### src/swr_pkg.sv
package swr_pkg;

    // Internal oscillator, nominal 10.24 kHz
    localparam int unsigned CLK_HZ          = 20_000_000;
    localparam int unsigned OSC_MHZ_X100    = 1024;
    localparam int unsigned OSC_HZ          = OSC_MHZ_X100 * 10;
    localparam int unsigned OSC_HALF_CYC    = CLK_HZ / (2 * OSC_HZ);

    // Times in ms, as printed
    localparam int unsigned RST_DELAY_MS    = 50;
    localparam int unsigned WD_LONG_MS      = 1600;
    localparam int unsigned WD_FAST_MS      = 100;

    // Oscillator-tick counts derived from the times
    localparam int unsigned RST_TICKS_INT   = RST_DELAY_MS * OSC_HZ / 1000;
    localparam int unsigned WD_LONG_TICKS   = WD_LONG_MS * OSC_HZ / 1000;
    localparam int unsigned WD_FAST_TICKS   = WD_FAST_MS * OSC_HZ / 1000;

    // External clock counts
    localparam int unsigned RST_TICKS_EXT   = 512;
    localparam int unsigned WD_NORM_EXT     = 1024;
    localparam int unsigned WD_LONG_EXT     = 4096;

    localparam int unsigned CNT_W           = 16;

    typedef enum logic [1:0] {
        SWR_RUN   = 2'b00,
        SWR_HOLD  = 2'b01,
        SWR_PULSE = 2'b10
    } swr_state_type;

    typedef struct packed {
        logic low_line_sense;    // High: supply above threshold
        logic power_fail_sense;  // High: input above reference
        logic below_backup;      // High: supply below backup supply
        logic kick_float;        // High: kick pin floating or mid level
        logic watchdog_kick;
        logic ce_in_n;
        logic timing_source_select;
        logic timing_source_in;
    } swr_pins_type;

    typedef struct packed {
        logic reset_n;
        logic reset;
        logic power_fail_flag_n;
        logic watchdog_expired_n;
        logic ce_out_n;
        logic backup_active;
    } swr_outs_type;

endpackage : swr_pkg

### src/swr_supervisor.sv
// Summary of operation
// - Reset low while low-line reports low supply
// - Hold reset 50 ms after supply recovers
// - Active-high reset is inverse of reset
// - Power-fail flag follows power-fail comparator
// - Below backup forces power-fail flag low
// - Kick timeout issues a 50 ms reset pulse
// - Repeat reset pulse every timeout period
// - Expiry flag low until kick outside reset
// - Floating kick disables watchdog, flag high
// - Longer timeout applies right after reset
// - Good supply passes chip enable through
// - Low supply forces chip enable high
// - Below backup forces chip enable high
// - Backup active when supply below backup
// - Constant kick beyond timeout pulls reset
// - Restart timer at reset end, ignore kicks
// - Normal timeout after first post-reset kick
// - Low supply sets expiry flag high
// - Timing from 10.24 kHz oscillator ticks or external clock edges
module swr_supervisor
    import swr_pkg::*;
#(
    parameter int unsigned RST_TICKS  = RST_TICKS_INT,
    parameter int unsigned WD_LONG    = WD_LONG_TICKS,
    parameter int unsigned WD_FAST    = WD_FAST_TICKS,
    parameter int unsigned E_RST      = RST_TICKS_EXT,
    parameter int unsigned E_NORM     = WD_NORM_EXT,
    parameter int unsigned E_LONG     = WD_LONG_EXT,
    parameter int unsigned HALF_CYC   = OSC_HALF_CYC
) (
    input  wire logic ref_clk,              // 20 MHz clock
    input  wire logic resetn,               // Sync reset, active low
    input  wire logic low_line_sense,       // High: supply above threshold
    input  wire logic power_fail_sense,     // High: above reference
    input  wire logic below_backup,         // High: supply below backup
    input  wire logic kick_float,           // High: kick floating/mid
    input  wire logic watchdog_kick,        // Kick from processor
    input  wire logic ce_in_n,              // Chip enable in, active low
    input  wire logic timing_source_select, // High: internal oscillator
    input  wire logic timing_source_in,     // Ext clock / fast select
    output logic      reset_n,              // Reset, active low
    output logic      reset,                // Reset, active high
    output logic      power_fail_flag_n,    // Power-fail flag, active low
    output logic      watchdog_expired_n,   // Expiry flag, active low
    output logic      ce_out_n,             // Gated chip enable
    output logic      backup_active         // Backup supply selected
);

    swr_pins_type pins_raw;
    swr_pins_type pins;

    assign pins_raw = '{low_line_sense:       low_line_sense,
                        power_fail_sense:     power_fail_sense,
                        below_backup:         below_backup,
                        kick_float:           kick_float,
                        watchdog_kick:        watchdog_kick,
                        ce_in_n:              ce_in_n,
                        timing_source_select: timing_source_select,
                        timing_source_in:     timing_source_in};

    swr_sync #(
        .WIDTH ($bits(swr_pins_type))
    ) u_sync (
        .ref_clk  (ref_clk),
        .resetn   (resetn),
        .async_in (pins_raw),
        .sync_out (pins)
    );

    function automatic logic [CNT_W-1:0] cnt_of(input int unsigned v);
        return CNT_W'(v);
    endfunction

    // Tick generation: internal divider or external clock edges
    logic [CNT_W-1:0] div_q, div_d;
    logic             osc_q, osc_d;
    logic             ext_prev_q, ext_prev_d;
    logic             tick;
    logic             ext_mode;

    assign ext_mode = !pins.timing_source_select;

    always_comb begin
        div_d      = div_q + 1'b1;
        osc_d      = osc_q;
        ext_prev_d = pins.timing_source_in;
        tick       = 1'b0;
        if (div_q >= cnt_of(HALF_CYC) - 1'b1) begin
            div_d = '0;
            osc_d = !osc_q;
            tick  = !osc_q;
        end
        if (ext_mode) begin
            tick = pins.timing_source_in && !ext_prev_q;
        end
    end

    always_ff @(posedge ref_clk) begin
        if (!resetn) begin
            div_q      <= '0;
            osc_q      <= 1'b0;
            ext_prev_q <= 1'b0;
        end else begin
            div_q      <= div_d;
            osc_q      <= osc_d;
            ext_prev_q <= ext_prev_d;
        end
    end

    // Period selection
    logic [CNT_W-1:0] rst_len;
    logic [CNT_W-1:0] wd_long;
    logic [CNT_W-1:0] wd_norm;

    always_comb begin
        if (ext_mode) begin
            rst_len = cnt_of(E_RST);
            wd_long = cnt_of(E_LONG);
            wd_norm = cnt_of(E_NORM);
        end else begin
            rst_len = cnt_of(RST_TICKS);
            wd_long = cnt_of(WD_LONG);
            wd_norm = pins.timing_source_in ? cnt_of(WD_LONG)
                                            : cnt_of(WD_FAST);
        end
    end

    // Reset and watchdog state
    swr_state_type    st_q, st_d;
    logic [CNT_W-1:0] rcnt_q, rcnt_d;
    logic [CNT_W-1:0] wcnt_q, wcnt_d;
    logic             long_q, long_d;
    logic             kick_prev_q, kick_prev_d;
    logic             wdo_n_q, wdo_n_d;
    logic             rst_n_q, rst_n_d;
    logic             rst_q, rst_d;
    logic             pfo_n_q, pfo_n_d;
    logic             ce_q, ce_d;
    logic             bat_q, bat_d;
    logic             supply_low;
    logic             kick_edge;
    logic             wd_en;

    assign supply_low = !pins.low_line_sense || pins.below_backup;
    assign kick_edge  = pins.watchdog_kick != kick_prev_q;
    assign wd_en      = !pins.kick_float;

    always_comb begin
        st_d        = st_q;
        rcnt_d      = rcnt_q;
        wcnt_d      = wcnt_q;
        long_d      = long_q;
        kick_prev_d = pins.watchdog_kick;
        wdo_n_d     = wdo_n_q;
        unique case (st_q)
            SWR_HOLD: begin
                if (supply_low) begin
                    rcnt_d = '0;
                end else if (tick) begin
                    if (rcnt_q >= rst_len - 1'b1) begin
                        st_d   = SWR_RUN;
                        wcnt_d = '0;
                        long_d = 1'b1;
                    end else begin
                        rcnt_d = rcnt_q + 1'b1;
                    end
                end
            end
            SWR_PULSE: begin
                if (tick) begin
                    if (rcnt_q >= rst_len - 1'b1) begin
                        st_d   = SWR_RUN;
                        wcnt_d = '0;
                        long_d = 1'b1;
                    end else begin
                        rcnt_d = rcnt_q + 1'b1;
                    end
                end
            end
            SWR_RUN: begin
                if (!wd_en) begin
                    wcnt_d  = '0;
                    wdo_n_d = 1'b1;
                end else if (kick_edge) begin
                    wcnt_d  = '0;
                    long_d  = 1'b0;
                    wdo_n_d = 1'b1;
                end else if (tick) begin
                    if (wcnt_q >= (long_q ? wd_long : wd_norm) - 1'b1) begin
                        st_d    = SWR_PULSE;
                        rcnt_d  = '0;
                        wdo_n_d = 1'b0;
                    end else begin
                        wcnt_d = wcnt_q + 1'b1;
                    end
                end
            end
            default: begin
                st_d = SWR_HOLD;
            end
        endcase
        if (!wd_en) begin
            wdo_n_d = 1'b1;
        end
        if (supply_low) begin
            st_d    = SWR_HOLD;
            rcnt_d  = '0;
            wdo_n_d = 1'b1;
        end
        rst_n_d = (st_d == SWR_RUN);
        rst_d   = !rst_n_d;
        pfo_n_d = pins.power_fail_sense && !pins.below_backup;
        ce_d    = pins.ce_in_n || supply_low;
        bat_d   = pins.below_backup;
    end

    always_ff @(posedge ref_clk) begin
        if (!resetn) begin
            st_q        <= SWR_HOLD;
            rcnt_q      <= '0;
            wcnt_q      <= '0;
            long_q      <= 1'b1;
            kick_prev_q <= 1'b0;
            wdo_n_q     <= 1'b1;
            rst_n_q     <= 1'b0;
            rst_q       <= 1'b1;
            pfo_n_q     <= 1'b0;
            ce_q        <= 1'b1;
            bat_q       <= 1'b0;
        end else begin
            st_q        <= st_d;
            rcnt_q      <= rcnt_d;
            wcnt_q      <= wcnt_d;
            long_q      <= long_d;
            kick_prev_q <= kick_prev_d;
            wdo_n_q     <= wdo_n_d;
            rst_n_q     <= rst_n_d;
            rst_q       <= rst_d;
            pfo_n_q     <= pfo_n_d;
            ce_q        <= ce_d;
            bat_q       <= bat_d;
        end
    end

    assign reset_n            = rst_n_q;
    assign reset              = rst_q;
    assign power_fail_flag_n  = pfo_n_q;
    assign watchdog_expired_n = wdo_n_q;
    assign ce_out_n           = ce_q;
    assign backup_active      = bat_q;

endmodule // swr_supervisor

### src/swr_sync.sv
module swr_sync
    import swr_pkg::*;
#(
    parameter int unsigned WIDTH = 8
) (
    input  wire logic             ref_clk,  // System clock
    input  wire logic             resetn,   // Sync reset, active low
    input  wire logic [WIDTH-1:0] async_in, // Pin levels
    output logic      [WIDTH-1:0] sync_out  // Synchronised levels
);

    logic [WIDTH-1:0] meta_q;
    logic [WIDTH-1:0] meta_d;
    logic [WIDTH-1:0] sync_q;
    logic [WIDTH-1:0] sync_d;

    always_comb begin
        meta_d = async_in;
        sync_d = meta_q;
    end

    always_ff @(posedge ref_clk) begin
        if (!resetn) begin
            meta_q <= '0;
            sync_q <= '0;
        end else begin
            meta_q <= meta_d;
            sync_q <= sync_d;
        end
    end

    assign sync_out = sync_q;

endmodule // swr_sync
### config.mk
export PLATFORM = sky130hd
export DESIGN_NAME = swr_supervisor
export DESIGN_NICKNAME = d
export VERILOG_FILES = /design/src/swr_pkg.sv /design/src/swr_supervisor.sv /design/src/swr_sync.sv
export SDC_FILE = /design/constraint.sdc
export NUM_CORES = 1
export LEC_CHECK = 0
export ABC_AREA = 1
export BUFFER_PORTS_ARGS = -buffer_cell sky130_fd_sc_hd__buf_2
export CORE_UTILIZATION = 40
export DETAILED_ROUTE_END_ITERATION = 12
export HOLD_SLACK_MARGIN = 0.12
export SYNTH_ARGS = -nofsm -noshare
export SYNTH_HDL_FRONTEND = slang
export SYNTH_SLANG_ARGS = --single-unit
### constraint.sdc
create_clock -name ref_clk -period 3.2 [get_ports ref_clk]
set_input_delay 0.32 -clock ref_clk [delete_from_list [all_inputs] [get_ports ref_clk]]
set_output_delay 0.32 -clock ref_clk [all_outputs]
set_load 0.05 [all_outputs]
=== Yosys cells after proc, flatten, opt, wreduce, memory -nomap -nowiden ===
Cells that the tools add are included.

* Add/subtract/negate cells: 4
* Magnitude comparators: 3
* Equal/unequal tests: 13
* Mux-type cells: 38
* Bitwise operators: 1
* Reductions and logical operators: 23

{| class="wikitable"
|+ Operators with widths
! cell !! number
|-
| $mux 16 || 14
|-
| $add 16x1->16 const B || 3
|-
| $pmux 16 s3 || 1
|-
| $mux 15 || 3
|-
| $pmux 16 s2 || 1
|-
| $ge 16x10->1 const B || 1
|-
| $ge 16x16->1 || 1
|-
| $ge 16x9->1 const B || 1
|-
| $sub 16x1->16 const B || 1
|-
| $mux 2 || 7
|-
| $ne 2x2->1 const B || 7
|-
| $mux 1 || 10
|-
| $ne 4x3->1 const B || 2
|-
| $reduce_and 4->1 || 2
|-
| $reduce_and 7->1 || 1
|-
| $reduce_bool 2->1 || 3
|-
| $reduce_or 2->1 || 3
|-
| $logic_not 1->1 || 5
|-
| $logic_not 2->1 || 2
|-
| $pmux 2 s2 || 1
|-
| $pmux 1 s3 || 1
|-
| $reduce_and 3->1 || 1
|-
| $reduce_bool 3->1 || 1
|-
| $reduce_or 3->1 || 1
|-
| other kinds (7) || 9
|}

* Flip-flop bits (word level): 76
* Input port bits: 10
* Output and inout port bits: 6

=== Longest topological paths before layout ===
Gate-level depths: netlist of the first run.

* Word-level depth: 13
* Gate-level depth with buffers: 15
* Mapped depth without buffers: 15

=== By module ===
Synthesis of the first run repeated with hierarchy kept, for this count alone.

* Cell total of the unflattened synthesis: 561
* Area, all modules: 3901.2 µm²

{| class="wikitable"
|+ By module, submodules not included
! module !! times used !! cells each !! area an instance (µm²) !! sequential area each (µm²)
|-
| swr_supervisor || 1 || 511 || 3417.0 || 1201.2
|-
| swr_sync || 1 || 50 || 484.2 || 320.3
|}

=== Worst setup path before layout of the first run ===
Ideal clock, no wire load.

* Kind: reg2reg
* Start point: register long_q
* End point: register wcnt_q[10]
* Library setup time: 132 ps
* Data arrival time: 1752 ps
* Slack: 1316 ps
* Cell stages (with the launch flop): 16
* Buffers on the path: 1
* Clock period less this slack: 1884 ps
* Path through: dfxtp_1 -> o21ai_0 -> ha_1 -> nand2_1 -> nand2_1 -> nor2_1 -> nand2_1 -> inv_1 -> nand2_1 -> nand2_1 -> nand2_2 -> nor2_8 -> nand2_8 -> buf_6 -> nand2_1 -> a21oi_1

* Cells in the longest elaborated chain, start to end: 5

{| class="wikitable"
|+ RTL lines
! what !! line !! text
|-
| from (decl) || swr_supervisor.sv:133 || <nowiki>logic long_q, long_d;</nowiki>
|-
| from (signal assigned) || swr_supervisor.sv:235 || <nowiki>long_q <= long_d;</nowiki>
|-
| $mux 16 || swr_supervisor.sv:190 || <nowiki>if (wcnt_q >= (long_q ? wd_long : wd_norm) - 1'b1) begin</nowiki>
|-
| $sub 16x1->16 || swr_supervisor.sv:190 ||
|-
| $ge 16x16->1 || swr_supervisor.sv:190 ||
|-
| $ne 4x3->1 (no line) || n/a ||
|-
| $reduce_and 4->1 (no line) || n/a ||
|-
| to (signal assigned) || swr_supervisor.sv:234 || <nowiki>wcnt_q <= wcnt_d;</nowiki>
|-
| to (decl) || swr_supervisor.sv:132 || <nowiki>logic [CNT_W-1:0] wcnt_q, wcnt_d;</nowiki>
|}

Every way passes these cells.
A chain may end at the register's enable or synchronous reset.

=== Worst setup path in the final report of the first run ===
* Start point: register u_sync.sync_q[1], in the netlist u_sync.sync_out[1]
* End point: register rcnt_q[4]

* Cells in the longest elaborated chain, start to end: 6

{| class="wikitable"
|+ RTL lines
! what !! line !! text
|-
| from (decl) || swr_sync.sv:14 || <nowiki>logic [WIDTH-1:0] sync_q;</nowiki>
|-
| from (signal assigned) || swr_sync.sv:28 || <nowiki>sync_q <= sync_d;</nowiki>
|-
| $mux 15 || swr_supervisor.sv:117 || <nowiki>if (ext_mode) begin</nowiki>
|-
| $mux 16 || swr_supervisor.sv:190 ||
|-
| $sub 16x1->16 || swr_supervisor.sv:190 ||
|-
| $ge 16x16->1 || swr_supervisor.sv:190 ||
|-
| $ne 2x2->1 (no line) || n/a ||
|-
| $reduce_and 7->1 (no line) * || n/a ||
|-
| to (signal assigned) || swr_supervisor.sv:233 || <nowiki>rcnt_q <= rcnt_d;</nowiki>
|-
| to (decl) || swr_supervisor.sv:131 || <nowiki>logic [CNT_W-1:0] rcnt_q, rcnt_d;</nowiki>
|}

Every way passes the cells marked *; elsewhere a longest branch is shown, timed or not.

==> impl_metrics.prom, run 1 <==
# TYPE chip_impl_metric gauge
chip_impl_info{name="run_status",value="finished, final reports clean"} 1
chip_impl_metric{name="num_io_pins",unit=""} 16
chip_impl_metric{name="finalCritPeriodShare",unit=""} 0.680
chip_impl_metric{name="grt_pass1_vias",unit=""} 3113
chip_impl_metric{name="finalSetupViolations",unit=""} 0
chip_impl_info{name="worst_r2r_endpoint",value="rcnt_q[4]"} 1
chip_impl_metric{name="clock_tree.htree_level_count",unit=""} 3
chip_impl_metric{name="hold_depth",unit=""} 3
chip_impl_info{name="crit_slowest_cell",value="sky130_fd_sc_hd__dfxtp_1"} 1
chip_impl_metric{name="worst-r2r-cell-count",unit=""} 13
chip_impl_metric{name="synth-async-reset-ratio",unit=""} 0
chip_impl_metric{name="highest_clock_rate",unit="GHz"} 0.460
chip_impl_info{name="min_delay_path_class",value="input pin to flop"} 1
chip_impl_metric{name="placement.cell_area",unit="mm2"} 0.00408
chip_impl_metric{name="intPower",unit="mW"} 1.29
chip_impl_metric{name="hold_viol_final",unit=""} 0
chip_impl_metric{name="row_count",unit=""} 35
chip_impl_metric{name="dp.final_hpwl",unit="mm"} 5.39
chip_impl_metric{name="totalWireLength",unit="mm"} 7.87
chip_impl_metric{name="minimum_setup_slack_among_reg_to_reg_paths",unit="ns"} 1.02
chip_impl_metric{name="antenna-diode-count",unit=""} 0
chip_impl_metric{name="yosysUniqueCellTypes",unit=""} 38
chip_impl_metric{name="power.switching_fraction",unit=""} 0.269
chip_impl_metric{name="flow.area_growth_from_synthesis",unit="%"} 9.66
chip_impl_metric{name="numCtsBuffers",unit=""} 9
chip_impl_metric{name="report.final.slew_viol_count",unit=""} 0
chip_impl_info{name="worst_r2r_startpoint",value="u_sync.sync_out[1]"} 1
chip_impl_metric{name="buffer_ports.inserted",unit=""} 15
chip_impl_metric{name="transition_at_the_pin_with_the_smallest_max_transition_slack",unit="ns"} 0.708
chip_impl_metric{name="syn_inst",unit=""} 549
chip_impl_metric{name="cts.repair_timing.setup_buffer_count",unit=""} 0
chip_impl_metric{name="pwr_density_cell",unit="mW/mm2"} 410
chip_impl_info{name="setup.worst_path.start_class",value="flop"} 1
chip_impl_metric{name="number_of_synthesized_flops_with_an_enable_pin",unit=""} 0
chip_impl_metric{name="layout-drive-gt1-share",unit=""} 0.115
chip_impl_metric{name="max-slew-margin-rel",unit=""} 0.528
chip_impl_metric{name="drt_iter0_drc",unit=""} 171
chip_impl_metric{name="fp.dieH",unit="um"} 101
chip_impl_metric{name="fp.dieW",unit="um"} 101
chip_impl_metric{name="clock-sinks",unit=""} 76
chip_impl_metric{name="synth_sequential_area_ratio",unit=""} 0.389
chip_impl_info{name="critPathKind",value="flop to flop"} 1
chip_impl_metric{name="comb_power_share",unit=""} 0.041
chip_impl_metric{name="clkSlewWorstSetupHoldPaths",unit="ns"} 0.09
chip_impl_metric{name="finalWorstSetupSlack",unit="ns"} 1.02
chip_impl_metric{name="total_drc_errors_in_the_routed_layout",unit=""} 0
chip_impl_metric{name="route.vias.total",unit=""} 3344
chip_impl_metric{name="grt_antenna_before_repair",unit=""} 0
chip_impl_info{name="rsz0062_at_grt",value="false"} 1
chip_impl_metric{name="grt_max_degree",unit=""} 23
chip_impl_metric{name="finish.instance_area",unit="mm2"} 0.00429
chip_impl_metric{name="max-clock-path-buffers",unit=""} 2
chip_impl_metric{name="worst_ep_required_time",unit="ns"} 3.42
chip_impl_metric{name="route.detailed.vias_per_inst",unit=""} 4.76
chip_impl_metric{name="dieArea",unit="mm2"} 0.0102
chip_impl_metric{name="utilization",unit=""} 0.458
chip_impl_metric{name="global_route.overflow_total",unit=""} 0
chip_impl_metric{name="cp_slowest_stage_delay",unit="ns"} 0.38
chip_impl_metric{name="cap_viol_max_count",unit=""} 0
chip_impl_metric{name="power_frac_clock",unit=""} 0.408
chip_impl_metric{name="critPathMaxFanout",unit=""} 16
chip_impl_metric{name="drtAntennaViolNets",unit=""} 0
chip_impl_metric{name="global_route.usage.total",unit=""} 0.169
chip_impl_metric{name="dp_slack",unit="ns"} 1.02
chip_impl_metric{name="finalClockSkew",unit="ns"} 0.0124
chip_impl_metric{name="ys.warnings.count",unit=""} 0
chip_impl_metric{name="syn_area_per_cell",unit="um2"} 7.13
chip_impl_metric{name="post_synth_instance_area",unit="mm2"} 0.00391
chip_impl_metric{name="finalCriticalPeriod",unit="ns"} 2.18
chip_impl_metric{name="power.static_leakage",unit="nW"} 1.69
chip_impl_metric{name="coreArea",unit="mm2"} 0.00937
chip_impl_metric{name="grt_first_pass_wirelength",unit="mm"} 13.7
chip_impl_metric{name="seq_power_share",unit=""} 0.551
chip_impl_metric{name="ir_worst_vdd",unit="uV"} 226
chip_impl_metric{name="arrival",unit="ns"} 2.40
chip_impl_metric{name="floorplan.initialDensity",unit=""} 0.417
chip_impl_metric{name="yosys_register_bits",unit=""} 76
chip_impl_metric{name="gp_routability_congestion",unit=""} 0.857
chip_impl_info{name="worst_setup_path_end_kind",value="flop"} 1
chip_impl_metric{name="power.net_switching",unit="uW"} 472
chip_impl_info{name="critical_path_endpoint",value="rcnt_q[4]"} 1
chip_impl_info{name="synthFlopType",value="sky130_fd_sc_hd__dfxtp_1"} 1
chip_impl_info{name="crit_path_cell_trace",value="o21ai_0 > ha_1 > nand2_1 > nor2_1 > nand2_1 > nor2_1 > nor2_1 > nor2_4 > nand2_2 > nand2_4 > nand3_4 > nand2_1 > a21oi_1"} 1
chip_impl_metric{name="final_net_count",unit=""} 588
chip_impl_info{name="root_buffer",value="sky130_fd_sc_hd__clkbuf_8"} 1
chip_impl_info{name="tritoncts_clock_tree",value="yes"} 1
chip_impl_metric{name="wl_per_cell",unit="um"} 11.2
chip_impl_metric{name="worst_skew_pair.late_latency",unit="ns"} 0.36
chip_impl_info{name="timing.critical_path.from",value="u_sync.sync_out[1]"} 1
chip_impl_metric{name="fin_worst_hold_slack",unit="ns"} 0.138
chip_impl_metric{name="detailedRoute.firstPassIterationCount",unit=""} 5
chip_impl_metric{name="setup_total_negative_slack",unit="ns"} 0
## repair_timing
item,4_1_cts,5_1_grt
hold buffers,2,0
resized for setup,0,0
endpoints found under the hold margin,2,0
## kinds of logic after synthesis
kind of cell,count (synthesis),share of synthesized area
AOI/OAI and AO/OA,43,0.0592
and+or+nand+nor,321,0.390
adders and majority gates,10,0.0320
xor gates and xnor gates,17,0.0400
other,1,0.000958
buffers and inverters,81,0.0892
DFF,76,0.389
## cells in the final DEF (no fill, tap or decap), types with 10 or more instances in the layout
cell type	instances
sky130_fd_sc_hd__nand2_1	130
sky130_fd_sc_hd__dfxtp_1	76
sky130_fd_sc_hd__nor2_1	64
sky130_fd_sc_hd__nand3_1	63
sky130_fd_sc_hd__inv_1	61
sky130_fd_sc_hd__a21oi_1	34
sky130_fd_sc_hd__nor3_1	16
sky130_fd_sc_hd__buf_2	15
sky130_fd_sc_hd__xor2_1	11
sky130_fd_sc_hd__ha_1	10
## cell usage after synthesis (2+ instances only)
| cell type | n | share of area |
|---|---|---|
| sky130_fd_sc_hd__nor2_2 | 3 | 0.0048 |
| sky130_fd_sc_hd__nor2_1 | 64 | 0.061 |
| sky130_fd_sc_hd__nor3b_1 | 5 | 0.0096 |
| sky130_fd_sc_hd__xor2_1 | 11 | 0.025 |
| sky130_fd_sc_hd__nand2_2 | 9 | 0.014 |
| sky130_fd_sc_hd__nor2_4 | 6 | 0.017 |
| sky130_fd_sc_hd__o21bai_1 | 4 | 0.0077 |
| sky130_fd_sc_hd__or2_2 | 2 | 0.0032 |
| sky130_fd_sc_hd__inv_2 | 3 | 0.0029 |
| sky130_fd_sc_hd__nand2_4 | 3 | 0.0086 |
| sky130_fd_sc_hd__inv_1 | 61 | 0.059 |
| sky130_fd_sc_hd__nor3_1 | 16 | 0.020 |
| sky130_fd_sc_hd__clkbuf_1 | 8 | 0.0077 |
| sky130_fd_sc_hd__xnor2_1 | 5 | 0.011 |
| sky130_fd_sc_hd__ha_1 | 10 | 0.032 |
| sky130_fd_sc_hd__o21ai_0 | 3 | 0.0038 |
| sky130_fd_sc_hd__a21oi_1 | 34 | 0.043 |
| sky130_fd_sc_hd__nand3_1 | 63 | 0.081 |
| sky130_fd_sc_hd__buf_6 | 5 | 0.014 |
| sky130_fd_sc_hd__nor4_1 | 2 | 0.0032 |
| sky130_fd_sc_hd__nand4_1 | 9 | 0.014 |
| sky130_fd_sc_hd__nand2_1 | 130 | 0.12 |
| sky130_fd_sc_hd__buf_2 | 3 | 0.0038 |
| sky130_fd_sc_hd__dfxtp_1 | 76 | 0.39 |
## area by class of cell
cell class / instances / area, um2
inverter: 64 / 240
clock inverter: 7 / 65.1
sequential: 76 / 1520
multi-input combinational: 397 / 2060
timing repair buffer: 20 / 118
clock buffer: 9 / 124
fill: 1001 / 5080
tap: 129 / 161
## worst min-delay path by stage
stage	start	to	slack [ns]
final	low_line_sense	u_sync.meta_q[7]	0.14
after detailed placement	u_sync.meta_q[1]	u_sync.sync_out[1]	0.40
after CTS	low_line_sense	u_sync.meta_q[7]	0.12
after global placement	u_sync.meta_q[4]	u_sync.sync_out[4]	0.39
after global routing	low_line_sense	u_sync.meta_q[7]	0.13
after floorplan	u_sync.meta_q[0]	u_sync.sync_out[0]	0.39
## sequential cells by signal (all words and copies together) (netlist names), 2 cells and up
signal / count
wcnt_q: 16
div_q: 16
rcnt_q: 16
st_q: 2
u_sync.sync_out: 8
u_sync.meta_q: 8
## per-stage QoR
step	cells	total power [mW]
finish	702	1.76
global route	702	1.84
CTS	702	1.79
detailed placement	684	1.06
global placement	684	1.06
floorplan	554	1.04
## layer usage
layer / wire (um) / track usage
met5: 0 / 0
met4: 82 / 0.0647
met3: 274 / 0.0326
met2: 3680 / 0.291
met1: 3840 / 0.209
## power by group through the flow
stage | sequential, mW | clock [mW] | combinational, mW
4_1_cts | 0.969 | 0.748 | 0.0731
5_1_grt | 0.971 | 0.785 | 0.0823
3_3_place_gp | 0.991 | 0 | 0.0702
3_5_place_dp | 0.991 | 0 | 0.0711
6_report | 0.969 | 0.717 | 0.0722
2_1_floorplan | 0.992 | 0 | 0.0524
## critical path: cells and delay by family (launching register included)
family	cells	cell delay [ns]
compound gates	2	0.20
simple gates	10	1.15
fa+ha+maj	1	0.31
flops	1	0.38
Power figures use the tool's default switching activity.
==> run 2: changes to the inputs <==
clock period = 1.9 ns   (was 3.2 ns; I/O delays follow)
==> impl_metrics.prom, run 2 (synthesized netlist as in run 1, its figures left out) <==
# TYPE chip_impl_metric gauge
chip_impl_metric{name="power.switching_fraction",unit=""} 0.260
chip_impl_metric{name="layout-drive-gt1-share",unit=""} 0.257
chip_impl_metric{name="dp.final_hpwl",unit="mm"} 5.86
chip_impl_metric{name="ir_worst_vdd",unit="uV"} 459
chip_impl_metric{name="intPower",unit="mW"} 2.32
chip_impl_metric{name="detailedRoute.firstPassIterationCount",unit=""} 4
chip_impl_metric{name="finalClockSkew",unit="ns"} 0.0119
chip_impl_metric{name="cap_viol_max_count",unit=""} 0
chip_impl_metric{name="gp_routability_congestion",unit=""} 0.845
chip_impl_metric{name="fillers",unit=""} 910
chip_impl_metric{name="utilization",unit=""} 0.521
chip_impl_metric{name="cp_slowest_stage_delay",unit="ns"} 0.37
chip_impl_metric{name="minimum_setup_slack_among_reg_to_reg_paths",unit="ns"} -0.06
chip_impl_metric{name="wl_per_cell",unit="um"} 12.3
chip_impl_metric{name="flow.area_growth_from_synthesis",unit="%"} 24.9
chip_impl_metric{name="finalCriticalPeriod",unit="ns"} 1.96
chip_impl_info{name="setup.worst_path.start_class",value="flop"} 1
chip_impl_info{name="crit_slowest_cell",value="sky130_fd_sc_hd__dfxtp_4"} 1
chip_impl_info{name="min_delay_path_class",value="input pin to flop"} 1
chip_impl_metric{name="seq_power_share",unit=""} 0.518
chip_impl_info{name="timing.hold.worst.start",value="resetn"} 1
chip_impl_metric{name="report.final.slew_viol_count",unit=""} 0
chip_impl_metric{name="row_count",unit=""} 35
chip_impl_metric{name="antenna-diode-count",unit=""} 0
chip_impl_metric{name="drtAntennaViolNets",unit=""} 0
chip_impl_metric{name="worst_skew_pair.late_latency",unit="ns"} 0.36
chip_impl_metric{name="global_route.usage.total",unit=""} 0.185
chip_impl_metric{name="hold_depth",unit=""} 4
chip_impl_metric{name="arrival",unit="ns"} 2.20
chip_impl_metric{name="dp_slack",unit="ns"} -0.185
chip_impl_info{name="timing.critical_path.from",value="u_sync.sync_out[1]"} 1
chip_impl_info{name="commonest_non_fill_non_tap_cell_in_the_layout",value="sky130_fd_sc_hd__nand2_1"} 1
chip_impl_info{name="run_status",value="complete, but fails checks"} 1
chip_impl_info{name="worst_r2r_startpoint",value="u_sync.sync_out[1]"} 1
chip_impl_metric{name="finalSetupViolations",unit=""} 18
chip_impl_metric{name="power_frac_clock",unit=""} 0.426
chip_impl_metric{name="power.net_switching",unit="uW"} 815
chip_impl_metric{name="final-instance-count-excl-fill",unit=""} 737
chip_impl_metric{name="multi_input_comb_area",unit="mm2"} 0.00232
chip_impl_metric{name="totalWireLength",unit="mm"} 9.08
chip_impl_metric{name="power.static_leakage",unit="nW"} 1.89
chip_impl_metric{name="max-clock-path-buffers",unit=""} 2
chip_impl_metric{name="drt_iter0_drc",unit=""} 186
chip_impl_metric{name="finalWorstSetupSlack",unit="ns"} -0.0551
chip_impl_info{name="root_buffer",value="sky130_fd_sc_hd__clkbuf_8"} 1
chip_impl_metric{name="grt_antenna_before_repair",unit=""} 0
chip_impl_metric{name="grt_pass1_vias",unit=""} 3308
chip_impl_metric{name="path_buf_inv",unit=""} 2
chip_impl_metric{name="cp_num_cells",unit=""} 15
chip_impl_info{name="critPathKind",value="flop to flop"} 1
chip_impl_info{name="worst_setup_path_end_kind",value="flop"} 1
chip_impl_metric{name="comb_power_share",unit=""} 0.055
chip_impl_metric{name="highest_clock_rate",unit="GHz"} 0.511
chip_impl_metric{name="total_drc_errors_in_the_routed_layout",unit=""} 0
chip_impl_info{name="rsz0062_at_grt",value="true"} 1
chip_impl_metric{name="grt_first_pass_wirelength",unit="mm"} 14.9
chip_impl_metric{name="setup_total_negative_slack",unit="ns"} -0.627
chip_impl_metric{name="route.vias.total",unit=""} 3558
chip_impl_metric{name="worst-r2r-cell-count",unit=""} 15
chip_impl_metric{name="global_route.overflow_total",unit=""} 0
chip_impl_metric{name="buffer_ports.inserted",unit=""} 15
chip_impl_metric{name="clkSlewWorstSetupHoldPaths",unit="ns"} 0.09
chip_impl_metric{name="fp.dieW",unit="um"} 101
chip_impl_info{name="path_common_cell",value="sky130_fd_sc_hd__nand2_1"} 1
chip_impl_metric{name="critPathMaxFanout",unit=""} 8
chip_impl_metric{name="clock-sinks",unit=""} 76
chip_impl_metric{name="coreArea",unit="mm2"} 0.00937
chip_impl_info{name="crit_path_cell_trace",value="a21oi_2 > ha_4 > nand2_1 > nand2_1 > nand2_1 > nand2_1 > inv_1 > nand2_1 > nand2_1 > nand2_2 > nor2_8 > buf_12 > nand2_8 > nand2_1 > a21oi_2"} 1
chip_impl_metric{name="pwr_density_cell",unit="mW/mm2"} 642
chip_impl_metric{name="final_net_count",unit=""} 623
chip_impl_metric{name="dieArea",unit="mm2"} 0.0102
chip_impl_metric{name="num_io_pins",unit=""} 16
chip_impl_metric{name="finalCritPeriodShare",unit=""} 1.03
chip_impl_metric{name="floorplan.initialDensity",unit=""} 0.417
chip_impl_info{name="failing_checks",value="negative setup slack"} 1
chip_impl_metric{name="placedCellCount",unit=""} 707
chip_impl_info{name="final_cell_mix",value="102 x sky130_fd_sc_hd__nand2_1, 70 x sky130_fd_sc_hd__dfxtp_1, 61 x sky130_fd_sc_hd__inv_1, 61 x sky130_fd_sc_hd__nor2_1, 55 x sky130_fd_sc_hd__nand3_1"} 1
chip_impl_metric{name="worst_ep_required_time",unit="ns"} 2.14
chip_impl_metric{name="hold_viol_final",unit=""} 0
chip_impl_metric{name="clock_tree.htree_level_count",unit=""} 3
chip_impl_metric{name="numCtsBuffers",unit=""} 9
chip_impl_info{name="top_regs",value="div_q x16, rcnt_q x16, wcnt_q x16"} 1
chip_impl_metric{name="fp.dieH",unit="um"} 101
chip_impl_metric{name="route.detailed.vias_per_inst",unit=""} 4.83
chip_impl_metric{name="grt_max_degree",unit=""} 22
chip_impl_info{name="cp_top_family",value="simple AND/OR/NAND/NOR gates"} 1
chip_impl_metric{name="final-seq-area",unit="mm2"} 0.00154
chip_impl_info{name="tritoncts_clock_tree",value="yes"} 1
==> run 2: cell types whose count changed in the layout (fill, tap and decap cells not counted), sizes merged <==
cell	before	now
buf	18	45
dlygate4sd3	2	8
bufinv	0	1
inv	69	68
nand2	143	144
nand3	65	66
==> run 2: worst min-delay path, cell delays in order <==
cell	delay (ns)
sky130_fd_sc_hd__buf_2	0.10
sky130_fd_sc_hd__inv_1	0.08
sky130_fd_sc_hd__nor2_1	0.12
sky130_fd_sc_hd__nand3_2	0.10
==> run 2: path summary, 6_finish.rpt <==
check | end
worst max register to register | wcnt_q[13]
worst min-delay path | st_q[0]
worst min register to register | u_sync.sync_out[1]
worst max-delay path | wcnt_q[13]
==> run 2: final cells by class <==
cell class	count	area share
clock buffer	9	0.0254
clock inverter	7	0.0182
inverter	64	0.0492
multi-input combinational	399	0.475
sequential	76	0.314
tap	129	0.0330
timing repair buffer	53	0.0853
==> run 2: repair_timing <==
item	in CTS	in global routing
endpoints found under the hold margin	8	0
cloned	1	1
setup buffers	2	2
pin swaps	2	8
resized for setup	9	65
hold buffers	8	0
setup endpoints to repair	32	37
==> run 2: power by group through the flow <==
stage	Sequential, mW	Clock (mW)	Combinational (mW)
2_1_floorplan	1.67	0	0.0882
3_3_place_gp	1.66	0	0.134
3_5_place_dp	1.67	0	0.136
4_1_cts	1.63	1.37	0.155
5_1_grt	1.63	1.44	0.191
6_report	1.63	1.34	0.174
==> run 2: metal layers <==
metal | share of wire | up-vias | routed length, um | track usage
li1 | - | 1853 | - | -
met1 | 0.48 | 1633 | 4380 | 0.233
met2 | 0.47 | 60 | 4290 | 0.321
met3 | 0.032 | 12 | 292 | 0.0312
met4 | 0.014 | 0 | 123 | 0.0624
met5 | 0 | - | 0 | 0
==> run 2: metrics by stage <==
step           hold slack, ns  area [um2]  power (mW)
2_1_floorplan           0.288        3930        1.76
3_3_place_gp            0.372        4270        1.80
3_5_place_dp            0.374        4270        1.80
4_1_cts                 0.250        4630        3.15
5_1_grt                 0.282        4890        3.26
6_report                0.265        4890        3.14
==> run 3: changes to the inputs <==
CORE_MARGIN = 2   (was unset)
==> impl_metrics.prom, run 3 (synthesized netlist as in run 1, its figures left out) <==
# TYPE chip_impl_metric gauge
chip_impl_metric{name="worst_ep_required_time",unit="ns"} 2.18
chip_impl_metric{name="global_route.usage.total",unit=""} 0.176
chip_impl_metric{name="final-instance-count-excl-fill",unit=""} 739
chip_impl_metric{name="clkSlewWorstSetupHoldPaths",unit="ns"} 0.08
chip_impl_info{name="crit_slowest_cell",value="sky130_fd_sc_hd__dfxtp_2"} 1
chip_impl_metric{name="global_route.overflow_total",unit=""} 0
chip_impl_metric{name="highest_clock_rate",unit="GHz"} 0.527
chip_impl_metric{name="dieArea",unit="mm2"} 0.0106
chip_impl_info{name="run_status",value="finished, final reports clean"} 1
chip_impl_metric{name="finalCriticalPeriod",unit="ns"} 1.90
chip_impl_metric{name="path_buf_inv",unit=""} 1
chip_impl_metric{name="hold_viol_final",unit=""} 0
chip_impl_info{name="crit_path_cell_trace",value="o21ai_2 > ha_1 > nand2_1 > nor2_2 > nand2_1 > nor2_1 > nor2_1 > nor2_4 > nand2_2 > nand2_4 > buf_4 > nand3_1 > a21oi_1"} 1
chip_impl_metric{name="clock_tree.htree_level_count",unit=""} 3
chip_impl_info{name="min_delay_path_class",value="input pin to flop"} 1
chip_impl_info{name="critPathKind",value="flop to flop"} 1
chip_impl_info{name="top_regs",value="div_q x16, rcnt_q x16, wcnt_q x16"} 1
chip_impl_metric{name="flow.area_growth_from_synthesis",unit="%"} 19.4
chip_impl_info{name="commonest_non_fill_non_tap_cell_in_the_layout",value="sky130_fd_sc_hd__nand2_1"} 1
chip_impl_info{name="rsz0062_at_grt",value="true"} 1
chip_impl_metric{name="grt_max_degree",unit=""} 22
chip_impl_metric{name="dp.final_hpwl",unit="mm"} 5.77
chip_impl_info{name="cp_top_family",value="simple AND/OR/NAND/NOR gates"} 1
chip_impl_metric{name="pwr_density_cell",unit="mW/mm2"} 671
chip_impl_metric{name="ir_worst_vdd",unit="uV"} 579
chip_impl_metric{name="power.static_leakage",unit="nW"} 1.87
chip_impl_metric{name="cp_slowest_stage_delay",unit="ns"} 0.38
chip_impl_metric{name="layout-drive-gt1-share",unit=""} 0.168
chip_impl_metric{name="arrival",unit="ns"} 2.18
chip_impl_metric{name="drt_iter0_drc",unit=""} 198
chip_impl_metric{name="floorplan.initialDensity",unit=""} 0.406
chip_impl_metric{name="antenna-diode-count",unit=""} 0
chip_impl_metric{name="worst_skew_pair.late_latency",unit="ns"} 0.36
chip_impl_metric{name="max-slew-margin-rel",unit=""} 0.619
chip_impl_metric{name="gp_routability_congestion",unit=""} 0.842
chip_impl_metric{name="route.vias.total",unit=""} 3478
chip_impl_metric{name="detailedRoute.firstPassIterationCount",unit=""} 4
chip_impl_metric{name="fp.dieW",unit="um"} 103
chip_impl_metric{name="drtAntennaViolNets",unit=""} 0
chip_impl_metric{name="final_net_count",unit=""} 621
chip_impl_metric{name="coreArea",unit="mm2"} 0.00964
chip_impl_metric{name="numCtsBuffers",unit=""} 9
chip_impl_metric{name="cap_viol_max_count",unit=""} 0
chip_impl_metric{name="route.detailed.vias_per_inst",unit=""} 4.71
chip_impl_metric{name="transition_at_the_pin_with_the_smallest_max_transition_slack",unit="ns"} 0.571
chip_impl_metric{name="fin_worst_hold_slack",unit="ns"} 0.254
chip_impl_metric{name="buffer_ports.inserted",unit=""} 15
chip_impl_metric{name="total_drc_errors_in_the_routed_layout",unit=""} 0
chip_impl_metric{name="row_count",unit=""} 36
chip_impl_metric{name="max-clock-path-buffers",unit=""} 2
chip_impl_metric{name="report.final.slew_viol_count",unit=""} 0
chip_impl_metric{name="dp_slack",unit="ns"} -0.133
chip_impl_metric{name="grt_antenna_before_repair",unit=""} 0
chip_impl_metric{name="critPathMaxFanout",unit=""} 5
chip_impl_metric{name="finalCritPeriodShare",unit=""} 0.999
chip_impl_metric{name="finalClockSkew",unit="ns"} 0.0118
chip_impl_info{name="root_buffer",value="sky130_fd_sc_hd__clkbuf_8"} 1
chip_impl_metric{name="totalWireLength",unit="mm"} 8.50
chip_impl_metric{name="finalWorstSetupSlack",unit="ns"} 0.00169
chip_impl_info{name="tritoncts_clock_tree",value="yes"} 1
chip_impl_metric{name="finalSetupViolations",unit=""} 0
chip_impl_metric{name="grt_first_pass_wirelength",unit="mm"} 14.7
chip_impl_metric{name="grt_pass1_vias",unit=""} 3266
chip_impl_info{name="worst_setup_path_end_kind",value="flop"} 1
chip_impl_metric{name="fp.dieH",unit="um"} 103
chip_impl_metric{name="wl_per_cell",unit="um"} 11.5
chip_impl_info{name="final_cell_mix",value="128 x sky130_fd_sc_hd__nand2_1, 73 x sky130_fd_sc_hd__dfxtp_1, 63 x sky130_fd_sc_hd__nand3_1, 63 x sky130_fd_sc_hd__nor2_1, 61 x sky130_fd_sc_hd__inv_1"} 1
chip_impl_info{name="setup.worst_path.start_class",value="flop"} 1
chip_impl_metric{name="placedCellCount",unit=""} 714
chip_impl_metric{name="clock-sinks",unit=""} 76
chip_impl_metric{name="num_io_pins",unit=""} 16
[run 3: repair_timing]
action	CTS	global route
hold buffers	8	0
gates cloned	1	0
hold endpoints to repair	8	0
setup buffers	0	0
endpoints found under the setup margin	33	35
pin swaps	1	0
resized for setup	11	5
[run 3: worst paths after layout]
kind,startpoint,end,slack (ns),cells after the start
setup reg to reg,u_sync.sync_out[1],rcnt_q[8],0.002,13
hold / removal,resetn,watchdog_expired_n,0.25,4
hold reg to reg,u_sync.meta_q[0],u_sync.sync_out[0],0.41,2
setup / recovery,u_sync.sync_out[1],rcnt_q[8],0.002,13
[run 3: through the flow]
stage,setup TNS (ns),area [um2],util,power (mW)
floorplan,0,3930,-,1.76
global placement,-1.92,4310,0.447,1.80
detailed placement,-2.84,4310,0.447,1.81
CTS,-0.00548,4650,0.482,3.17
global route,-4.79,4670,0.485,3.27
finish,0,4670,0.485,3.14
[run 3: area by class of cell]
type	instances	area, um2
fillers	960	4970
multi-input cells	398	2120
flip-flops and latches	76	1530
repair buffers	52	409
inverters	64	240
well taps	133	166
clock buffers	10	128
clock inverters	6	86.3
[run 3: worst register-to-register path, cell delays in order, from the launching register on]
cell and delay (ns):
sky130_fd_sc_hd__dfxtp_2 0.38, sky130_fd_sc_hd__o21ai_2 0.08, sky130_fd_sc_hd__ha_1 0.29, sky130_fd_sc_hd__nand2_1 0.07, sky130_fd_sc_hd__nor2_2 0.14, sky130_fd_sc_hd__nand2_1 0.07
sky130_fd_sc_hd__nor2_1 0.08, sky130_fd_sc_hd__nor2_1 0.07, sky130_fd_sc_hd__nor2_4 0.10, sky130_fd_sc_hd__nand2_2 0.07, sky130_fd_sc_hd__nand2_4 0.11, sky130_fd_sc_hd__buf_4 0.16
sky130_fd_sc_hd__nand3_1 0.07, sky130_fd_sc_hd__a21oi_1 0.15
[run 3: per-layer routing]
| metal | routed length (um) | up-vias | global-route usage |
|---|---|---|---|
| met5 | 0 | - | 0 |
| met4 | 109 | 0 | 0.0628 |
| met3 | 289 | 10 | 0.0393 |
| met2 | 3840 | 59 | 0.280 |
| met1 | 4260 | 1563 | 0.235 |
| li1 | - | 1846 | - |
[run 3: report_power, final]
part / leakage [nW] / internal, mW / switching, mW
registers: 0.619 / 1.62 / 0.0104
logic: 1.15 / 0.0627 / 0.0975
clock network: 0.107 / 0.740 / 0.606
total: 1.87 / 2.42 / 0.714
